[config.mk]
export PLATFORM = sky130hd
export DESIGN_NAME = alarm_monitor
export DESIGN_NICKNAME = d
export VERILOG_FILES = /design/src/shared/alarm_monitor_pkg.sv /design/src/rtl/alarm_monitor.sv
export VERILOG_INCLUDE_DIRS = /design/src /design/src/shared
export SDC_FILE = /design/constraint.sdc
export NUM_CORES = 1
export LEC_CHECK = 0
export BUFFER_PORTS_ARGS = -buffer_cell sky130_fd_sc_hd__buf_2
export CORE_MARGIN = 4
export CORE_UTILIZATION = 56
export CTS_CLUSTER_SIZE = 16
export DETAILED_ROUTE_END_ITERATION = 8
export PLACE_DENSITY_LB_ADDON = 0.15
export REMOVE_ABC_BUFFERS = 1
export SLEW_MARGIN = 0
export SYNTH_ARGS = -nofsm -noshare
export SYNTH_HDL_FRONTEND = slang
export SYNTH_SLANG_ARGS = --single-unit
[constraint.sdc]
create_clock -name clock -period 3.4 [get_ports clock]
set_clock_uncertainty 0.1 [all_clocks]
set_input_delay 0.68 -clock clock [delete_from_list [all_inputs] [get_ports clock]]
set_output_delay 0.68 -clock clock [all_outputs]
set_load 0.01 [all_outputs]
[src/shared/alarm_monitor_consts.svh]
/*
 * Offsets, field positions, reset values and timing counts of the alarm monitor.
 * Assumes it is included by bare name from files that need the constants.
 */
`ifndef ALARM_MONITOR_CONSTS_SVH
`define ALARM_MONITOR_CONSTS_SVH

// ----------------------------------------------------------------------------
// register byte offsets
// ----------------------------------------------------------------------------
`define OFS_ALARM_STATUS   12'h000
`define OFS_ALARM_MASK     12'h004
`define OFS_ALARM_SUMMARY  12'h008
`define OFS_CONTROL        12'h00C
`define OFS_LANE_FIFO      12'h010
`define OFS_IRQ_STATUS     12'h014
`define OFS_IRQ_MASK       12'h018
`define OFS_LINK_STATE     12'h01C

// ----------------------------------------------------------------------------
// alarm status bit positions
// ----------------------------------------------------------------------------
`define BIT_CONV_PLL       0
`define BIT_SER_PLL        1
`define BIT_LINK_NOT_DATA  2
`define BIT_SYSREF_ALIGN   3
`define BIT_CLOCK_UPSET    4
`define BIT_FIFO_ERROR     5
`define ALARM_COUNT        6

// ----------------------------------------------------------------------------
// control register fields
// ----------------------------------------------------------------------------
`define CTL_LINK_ENABLE    0
`define CTL_PD_CH_A        1
`define CTL_PD_CH_B        2
`define CTL_STATUS_SEL     3
`define CTL_ENCODING_64    4
`define CTL_SUBCLASS1      5

// ----------------------------------------------------------------------------
// reset values
// ----------------------------------------------------------------------------
`define RST_ALARM_MASK     6'h3F
`define RST_CONTROL        6'h20
`define RST_IRQ_MASK       2'h0

// ----------------------------------------------------------------------------
// multiframe counter length in half-rate clock cycles
// ----------------------------------------------------------------------------
`define MF_PERIOD_8B10B    8'h20
`define MF_PERIOD_64B66B   8'h80

`endif

[src/shared/alarm_monitor_pkg.sv]
/*
 * Types of the alarm monitor.
 * Assumes nothing of its surroundings.
 */
package alarm_monitor_pkg;
    typedef enum logic [2:0] {
        LINK_OFF  = 3'b001,
        LINK_SYNC = 3'b010,
        LINK_DATA = 3'b100
    } link_state_t;

    typedef enum logic [1:0] {
        RESP_OKAY   = 2'b00,
        RESP_SLVERR = 2'b10
    } axi_resp_t;
endpackage

[src/rtl/alarm_monitor.sv]
/*
 * Alarm monitor of a converter's serial-link transmitter, with AXI4-Lite registers.
 * Assumes pins and clock compare inputs are asynchronous and are synchronised here;
 * the clock compare inputs are sampled on the half-rate device clock domain = clock.
 */
// Function
// - each of six alarm sources has its own status bit.
// - a set alarm bit stays set until the host writes a one to it.
// - the summary alarm reflects only alarms not disabled in the mask.
// - with alarm output selected the status pin goes high on any alarm not disabled in the mask.
// - any single-cycle mismatch between channel A and B clocks, with neither channel powered down, sets the clock upset flag.
// - the clock upset flag stays set until the host writes a one to it.
// - after leaving global power-down the host clears a clock upset flag left set.
// - each lane has a FIFO upset flag set to one on a pointer upset.
// - driving link enable low then high resets the synchronizing FIFO logic.
// - SYSREF resets the multiframe counter (8b10b) or extended multiblock counter (64b66b).
// - without SYSREF the counter free-runs and SYNC still starts sync and ILAS in 8b10b.
// - while link enable is low the link is held in reset, serializers down, clocks gated.
`include "alarm_monitor_consts.svh"
`timescale 1ns/1ps
`default_nettype none

module alarm_monitor #(
    parameter int LANES = 8
) (
    // clock and reset
    input  wire logic             clock,
    input  wire logic             nrst,
    // AXI4-Lite slave
    input  wire logic [11:0]      awaddr,
    input  wire logic             awvalid,
    output logic                  awready,
    input  wire logic [31:0]      wdata,
    input  wire logic [3:0]       wstrb,
    input  wire logic             wvalid,
    output logic                  wready,
    output alarm_monitor_pkg::axi_resp_t bresp,
    output logic                  bvalid,
    input  wire logic             bready,
    input  wire logic [11:0]      araddr,
    input  wire logic             arvalid,
    output logic                  arready,
    output logic [31:0]           rdata,
    output alarm_monitor_pkg::axi_resp_t rresp,
    output logic                  rvalid,
    input  wire logic             rready,
    // alarm sources (asynchronous)
    input  wire logic             convPllLocked,
    input  wire logic             serPllLocked,
    input  wire logic             sysrefIn,
    input  wire logic             syncRequest,
    input  wire logic             clockPhaseA,
    input  wire logic             clockPhaseB,
    input  wire logic [LANES-1:0] fifoPointerUpset,
    // link controls and pins
    output logic                  linkReset,
    output logic                  serializerPowerDown,
    output logic                  linkClockGate,
    output logic                  fifoReset,
    output logic                  multiframeEdge,
    output logic                  startSyncIlas,
    output logic                  cal_status_pin,
    output logic                  irq
);
    import alarm_monitor_pkg::*;

    localparam int NS = `ALARM_COUNT;

    // ------------------------------------------------------------------------
    // input synchronisers
    // ------------------------------------------------------------------------
    localparam int SW = 6 + LANES;
    logic [SW-1:0] syncMeta;
    logic [SW-1:0] syncOut;

    // two flops on every asynchronous input; only syncOut is read further on
    always_ff @(posedge clock or negedge nrst) begin
        if (!nrst) begin
            syncMeta <= '0;
            syncOut  <= '0;
        end else begin
            syncMeta <= {fifoPointerUpset, clockPhaseB, clockPhaseA, syncRequest, sysrefIn,
                         serPllLocked, convPllLocked};
            syncOut  <= syncMeta;
        end
    end

    logic             convLock;
    logic             serLock;
    logic             sysrefS;
    logic             syncS;
    logic             phaseA;
    logic             phaseB;
    logic [LANES-1:0] laneUpset;
    assign convLock  = syncOut[0];
    assign serLock   = syncOut[1];
    assign sysrefS   = syncOut[2];
    assign syncS     = syncOut[3];
    assign phaseA    = syncOut[4];
    assign phaseB    = syncOut[5];
    assign laneUpset = syncOut[SW-1:6];

    // ------------------------------------------------------------------------
    // software registers
    // ------------------------------------------------------------------------
    logic [NS-1:0]    alarm_status_bits;
    logic [NS-1:0]    alarm_mask;
    logic [5:0]       control;
    logic [LANES-1:0] lane_fifo_upset_flags;
    logic [1:0]       irqStatus;
    logic [1:0]       irqMask;
    link_state_t      linkState;

    logic link_enable;
    logic power_down_channel_a;
    logic power_down_channel_b;
    logic statusSel;
    assign link_enable          = control[`CTL_LINK_ENABLE];
    assign power_down_channel_a = control[`CTL_PD_CH_A];
    assign power_down_channel_b = control[`CTL_PD_CH_B];
    assign statusSel            = control[`CTL_STATUS_SEL];

    // write side: address and data are latched independently, in either order
    logic        awHeld;
    logic        wHeld;
    logic [11:0] wAddr;
    logic [31:0] wData;
    logic [3:0]  wStrb;
    logic        doWrite;
    assign doWrite = awHeld && wHeld && !bvalid;

    always_ff @(posedge clock or negedge nrst) begin
        if (!nrst) begin
            awHeld <= 1'b0;
            wHeld  <= 1'b0;
            wAddr  <= 12'h000;
            wData  <= 32'h00000000;
            wStrb  <= 4'h0;
        end else begin
            if (awvalid && awready) begin
                awHeld <= 1'b1;
                wAddr  <= awaddr;
            end else if (doWrite) begin
                awHeld <= 1'b0;
            end
            if (wvalid && wready) begin
                wHeld <= 1'b1;
                wData <= wdata;
                wStrb <= wstrb;
            end else if (doWrite) begin
                wHeld <= 1'b0;
            end
        end
    end

    // ready only while the holding slot is empty
    always_ff @(posedge clock or negedge nrst) begin
        if (!nrst) begin
            awready <= 1'b0;
            wready  <= 1'b0;
        end else begin
            awready <= !(awvalid && awready) && !awHeld;
            wready  <= !(wvalid && wready) && !wHeld;
        end
    end

    function automatic logic known(input logic [11:0] a);
        unique case (a)
            `OFS_ALARM_STATUS, `OFS_ALARM_MASK, `OFS_ALARM_SUMMARY, `OFS_CONTROL,
            `OFS_LANE_FIFO, `OFS_IRQ_STATUS, `OFS_IRQ_MASK, `OFS_LINK_STATE: known = 1'b1;
            default: known = 1'b0;
        endcase
    endfunction

    always_ff @(posedge clock or negedge nrst) begin
        if (!nrst) begin
            bvalid <= 1'b0;
            bresp  <= RESP_OKAY;
        end else if (doWrite) begin
            bvalid <= 1'b1;
            bresp  <= known(wAddr) ? RESP_OKAY : RESP_SLVERR;
        end else if (bready) begin
            bvalid <= 1'b0;
        end
    end

    logic wrStatus;
    logic wrLane;
    assign wrStatus = doWrite && wAddr == `OFS_ALARM_STATUS && wStrb[0];
    assign wrLane   = doWrite && wAddr == `OFS_LANE_FIFO && wStrb[0];

    // plain read/write configuration
    always_ff @(posedge clock or negedge nrst) begin
        if (!nrst) begin
            alarm_mask <= `RST_ALARM_MASK;
            control    <= `RST_CONTROL;
            irqMask    <= `RST_IRQ_MASK;
        end else if (doWrite && wStrb[0]) begin
            if (wAddr == `OFS_ALARM_MASK)
                alarm_mask <= wData[NS-1:0];
            if (wAddr == `OFS_CONTROL)
                control <= wData[5:0];
            if (wAddr == `OFS_IRQ_MASK)
                irqMask <= wData[1:0];
        end
    end

    // ------------------------------------------------------------------------
    // link enable handling
    // ------------------------------------------------------------------------
    // holding the link in reset also gates its clocks and powers serializers down
    always_ff @(posedge clock or negedge nrst) begin
        if (!nrst) begin
            linkReset           <= 1'b1;
            serializerPowerDown <= 1'b1;
            linkClockGate       <= 1'b0;
            fifoReset           <= 1'b1;
        end else begin
            linkReset           <= !link_enable;
            serializerPowerDown <= !link_enable;
            linkClockGate       <= link_enable;
            fifoReset           <= !link_enable;
        end
    end

    // ------------------------------------------------------------------------
    // multiframe counter and link state
    // ------------------------------------------------------------------------
    logic       sysrefQ;
    logic [7:0] mfCount;
    logic [7:0] mfPeriod;
    logic       sysrefRise;
    assign mfPeriod   = control[`CTL_ENCODING_64] ? `MF_PERIOD_64B66B : `MF_PERIOD_8B10B;
    assign sysrefRise = sysrefS && !sysrefQ && control[`CTL_SUBCLASS1];

    // free-running in subclass 0, so phase is arbitrary there
    always_ff @(posedge clock or negedge nrst) begin
        if (!nrst) begin
            sysrefQ        <= 1'b0;
            mfCount        <= 8'h00;
            multiframeEdge <= 1'b0;
        end else begin
            sysrefQ <= sysrefS;
            if (!link_enable || sysrefRise)
                mfCount <= 8'h00;
            else if (mfCount >= mfPeriod - 8'h01) // a change to 8b10b with the count past its period wraps at once
                mfCount <= 8'h00;
            else
                mfCount <= mfCount + 8'h01;
            multiframeEdge <= link_enable && mfCount == 8'h00;
        end
    end

    // sync request starts code group sync then ILAS only in 8b10b; 64b66b goes to data
    always_ff @(posedge clock or negedge nrst) begin
        if (!nrst) begin
            linkState     <= LINK_OFF;
            startSyncIlas <= 1'b0;
        end else begin
            startSyncIlas <= 1'b0;
            unique case (linkState)
                LINK_OFF:
                    if (link_enable) linkState <= LINK_SYNC;
                LINK_SYNC:
                    if (!link_enable) linkState <= LINK_OFF;
                    else if (control[`CTL_ENCODING_64] || !syncS) linkState <= LINK_DATA;
                    else startSyncIlas <= 1'b1;
                LINK_DATA:
                    if (!link_enable) linkState <= LINK_OFF;
                    else if (!control[`CTL_ENCODING_64] && syncS) linkState <= LINK_SYNC;
            endcase
        end
    end

    // ------------------------------------------------------------------------
    // alarm events and sticky status
    // ------------------------------------------------------------------------
    logic [NS-1:0] event_;
    logic          clockMismatch;
    // compare only when both channels run; a powered-down side would always differ
    assign clockMismatch = (phaseA != phaseB) && !power_down_channel_a
                           && !power_down_channel_b;

    always_comb begin
        event_ = '0;
        event_[`BIT_CONV_PLL]      = !convLock;
        event_[`BIT_SER_PLL]       = !serLock;
        event_[`BIT_LINK_NOT_DATA] = linkState != LINK_DATA;
        event_[`BIT_SYSREF_ALIGN]  = sysrefRise && mfCount != 8'h00;
        event_[`BIT_CLOCK_UPSET]   = clockMismatch;
        event_[`BIT_FIFO_ERROR]    = |lane_fifo_upset_flags;
    end

    // write one to clear; a same-cycle event keeps the bit set
    always_ff @(posedge clock or negedge nrst) begin
        if (!nrst)
            alarm_status_bits <= '0;
        else
            alarm_status_bits <= (alarm_status_bits & ~(wrStatus ? wData[NS-1:0] : '0))
                                 | event_;
    end

    // lane flags are held in reset while the link is disabled
    always_ff @(posedge clock or negedge nrst) begin
        if (!nrst)
            lane_fifo_upset_flags <= '0;
        else if (!link_enable)
            lane_fifo_upset_flags <= '0;
        else
            lane_fifo_upset_flags <= (lane_fifo_upset_flags & ~(wrLane ? wData[LANES-1:0] : '0))
                                     | laneUpset;
    end

    logic summary;
    assign summary = |(alarm_status_bits & ~alarm_mask);

    always_ff @(posedge clock or negedge nrst) begin
        if (!nrst)
            cal_status_pin <= 1'b0;
        else
            cal_status_pin <= statusSel && summary;
    end

    // ------------------------------------------------------------------------
    // interrupt: bit0 summary rise, bit1 clock upset rise; read clears
    // ------------------------------------------------------------------------
    logic summaryQ;
    logic upsetQ;
    logic rdIrq;
    logic [1:0] irqEvent;
    assign irqEvent = {alarm_status_bits[`BIT_CLOCK_UPSET] && !upsetQ, summary && !summaryQ};

    always_ff @(posedge clock or negedge nrst) begin
        if (!nrst) begin
            summaryQ  <= 1'b0;
            upsetQ    <= 1'b0;
            irqStatus <= 2'h0;
            irq       <= 1'b0;
        end else begin
            summaryQ  <= summary;
            upsetQ    <= alarm_status_bits[`BIT_CLOCK_UPSET];
            irqStatus <= (rdIrq ? 2'h0 : irqStatus) | irqEvent;
            irq       <= |(irqStatus & irqMask);
        end
    end

    // ------------------------------------------------------------------------
    // read side: one cycle after the address is taken
    // ------------------------------------------------------------------------
    assign rdIrq = arvalid && arready && araddr == `OFS_IRQ_STATUS;

    always_ff @(posedge clock or negedge nrst) begin
        if (!nrst) begin
            arready <= 1'b0;
            rvalid  <= 1'b0;
            rdata   <= 32'h00000000;
            rresp   <= RESP_OKAY;
        end else begin
            arready <= !rvalid && !(arvalid && arready);
            if (arvalid && arready) begin
                rvalid <= 1'b1;
                rresp  <= known(araddr) ? RESP_OKAY : RESP_SLVERR;
                unique case (araddr)
                    `OFS_ALARM_STATUS:  rdata <= 32'(alarm_status_bits);
                    `OFS_ALARM_MASK:    rdata <= 32'(alarm_mask);
                    `OFS_ALARM_SUMMARY: rdata <= 32'(summary);
                    `OFS_CONTROL:       rdata <= 32'(control);
                    `OFS_LANE_FIFO:     rdata <= 32'(lane_fifo_upset_flags);
                    `OFS_IRQ_STATUS:    rdata <= 32'(irqStatus);
                    `OFS_IRQ_MASK:      rdata <= 32'(irqMask);
                    `OFS_LINK_STATE:    rdata <= 32'(linkState);
                    default:            rdata <= 32'h00000000;
                endcase
            end else if (rready) begin
                rvalid <= 1'b0;
            end
        end
    end
endmodule

`default_nettype wire

==> qor.yml <==
outcome:
  status: "complete, no violations"
global_routing:
  grt_max_degree: 61
  grt_usage: 0.207
  overflow: 0
  grt_antenna_before_repair: 0
  grt_pass1_wl_microns: 16000
  grt_pass1_vias: 3285
worst_setup_path:
  reg2reg_depth: 5
  crit_chain: "and3b_1 > nand4_4 > nor3b_4 > and3_1 > mux2_2"
  ff2ff_setup_slack_ns: 1.07
  setup.worst_path.start_class: "flip-flop"
  cp_max_fo: 9
  cp.required_ns: 3.69
  r2r_end: "irqMask[0]"
  crit_path_end_kind: "flip-flop"
  r2r_start: "bvalid"
  critPathArrivalTime_ns: 2.61
  max_stage_delay_ns: 0.46
  crit_type: "reg2reg"
  crit_start: "bvalid"
  cp_slowest_cell: "nor3b_4"
layout:
  area_growth_pct: 20.1
  diodes: 0
  seqCellArea_sq_mm: 0.00291
  drive_above_1_share: 0.331
  final_core_util: 0.696
  multi_input_area_sq_mm: 0.00164
  final_nets: 543
  fillers: 598
clocking:
  post_cts_buffers: 0
  cts_buffer_depth: 2
  cts_hold_buf: 0
  cts_tree: "yes"
  root_buffer: "clkbuf_8"
  path_clk_slew_ns: 0.06
  cts.sinks: 116
  ctsResizeCount: 0
  htreeDepth: 4
  cts_buffers: 17
  clkLatencyLatePin_ns: 0.51
detailed_routing:
  wl_per_cell_microns: 16.7
  drt-initial-drc-count: 200
  ant_nets: 0
  drc_errors: 0
  wl_microns: 9640
  vias_per_cell: 5.40
  num_vias: 3108
  firstDrtPassIters: 4
sta:
  max_freq_mhz: 430
  setup_viol: 0
  rsz0062_at_grt: "false"
  min_period_ns: 2.33
  hold_viol_final: 0
  fin_crit_sh: 0.684
  timing.setup.tns_ns: 0
  drv_slew: 0
  worst_slew_pin_slew_ns: 0.840
  slew-limit-headroom: 0.432
synth:
  synth_area_leaders: "dfrtp_1 56%, mux2_2 8.0%, dfstp_2 4.9%"
  yosysMostFrequentCell: "dfrtp_1"
  synth_top_area_cell: "dfrtp_1"
  syn_area_per_cell_sq_um: 12.8
  ys_seq_elements: 116
  syn_area_sq_mm: 0.00478
  synthArstFlopShare: 1.00
  yosysWarnings: 0
  synthFlopType: "dfrtp_1"
  yosys.area.top_type_share: 0.560
  netlist_top_cells_count: "107 x dfrtp_1, 34 x mux2_2, 28 x buf_4"
  synth_edf_count: 0
  yosysSeqAreaShare: 0.609
  syn_inst: 374
  synth_cell_type_count: 55
run:
  maxCapViolCount: 0
die:
  die_area_sq_mm: 0.0101
  initial_core_util: 0.579
  num_rows: 33
  fp.dieH_microns: 100
  pin_count: 130
  coreArea_sq_mm: 0.00826
  die_x_microns: 100
place:
  portBuffers: 76
  place.gp.congestion: 0.828
  dp_hpwl_microns: 6500
power_and_ir_drop:
  leakagePower_uw: 0.00273
  power_density_mw_per_mm2: 699
  vdd_drop_max_mv: 0.579
worst_hold_path:
  min_path_type: "in2async"
==> how the worst max path moves through the flow <==
stage	endpoint	slack [ns]	depth (start not counted)
final	irqMask[0]	1.07	5
after global routing	irqMask[0]	0.96	5
after CTS	irqMask[0]	1.09	5
after detailed placement	rdata[4]	0.86	6
after global placement	rdata[4]	0.91	6
after floorplan	rdata[3]	1.33	5
==> sequential cells by signal, indices dropped and copies added, names as in the netlist, 3 cells and up <==
register               count
syncMeta                  14
linkState                  3
wData                      8
rdata                      8
syncOut                   14
wAddr                     12
alarm_mask                 6
alarm_status_bits          6
control                    6
mfCount                    8
lane_fifo_upset_flags      8
==> through the flow <==
stage	cell area (sq um)	total power [uW]	setup slack, ns	hold slack [ns]	instances
3_3_place_gp	5170	2290	0.906	0.233	544
5_1_grt	5750	4210	0.964	0.149	576
4_1_cts	5750	4050	1.09	0.138	576
3_5_place_dp	5170	2320	0.864	0.235	544
6_report	5750	4020	1.07	0.115	576
2_1_floorplan	4630	2110	1.33	0.231	362
==> worst max-delay path: cells and delay by family (launching register included) <==
kind             cells  cell delay [ns]
muxes                1             0.35
and+or+nand+nor      4             1.34
DFF                  1             0.42
==> cell usage in the layout, fill, tap and decap left out, types with 2 or more instances in the layout <==
cell type	count
nor4_4	2
buf_2	75
a222oi_1	3
nor3_1	5
nor2_1	20
o2bb2ai_1	2
clkbuf_1	3
nand3_1	7
mux2_2	34
clkinvlp_4	4
and2_0	2
xor2_1	3
a22o_1	5
bufinv_16	2
xnor2_1	4
o22ai_1	5
a31oi_1	3
nor4b_1	3
nand2_1	10
o21ai_0	17
a21o_1	2
dfstp_2	9
mux2i_1	9
nor2b_1	3
and2_1	3
and3_1	2
conb_1	26
clkinv_2	2
clkbuf_8	5
dfrtp_1	107
nor3b_1	8
a21oi_1	15
ha_1	4
clkbuf_16	16
nand2b_1	2
o21a_1	2
nor4_1	4
inv_1	21
==> final cells by class <==
type	count	area share
Inverter	21	0.0137
Sequential cell	116	0.507
Clock inverter	8	0.0174
Tap cell	105	0.0229
Clock buffer	24	0.0836
Timing Repair Buffer	77	0.0701
Multi-Input combinational cell	225	0.285
==> cells by family (layout without fill, tap and decap cells) <==
kind of cell | count (synthesis) | after routing | synth area share
AOI/OAI and AO/OA | 62 | 62 | 0.0832
xor gates and xnor gates | 7 | 7 | 0.0128
adders and majority gates | 4 | 4 | 0.0105
buffers and inverters | 58 | 130 | 0.0677
DFF | 116 | 116 | 0.609
muxes | 45 | 45 | 0.106
other | 1 | 26 | 0.000784
and+or+nand+nor | 81 | 81 | 0.110
==> report_power, final <==
group / internal, uW / switching [uW] / total (uW) / leakage [uW]
logic: 259 / 248 / 507 / 0.00105
clock network: 1120 / 597 / 1710 / 0.000273
registers: 1590 / 209 / 1800 / 0.00141
total: 2960 / 1050 / 4020 / 0.00273
==> routing by layer <==
metal,global-route usage,part of all wire
met5,0,0
met2,0.331,0.50
met4,0.0850,0.021
met1,0.265,0.42
met3,0.0632,0.059
No activity file was read; power rests on OpenSTA's default activity.
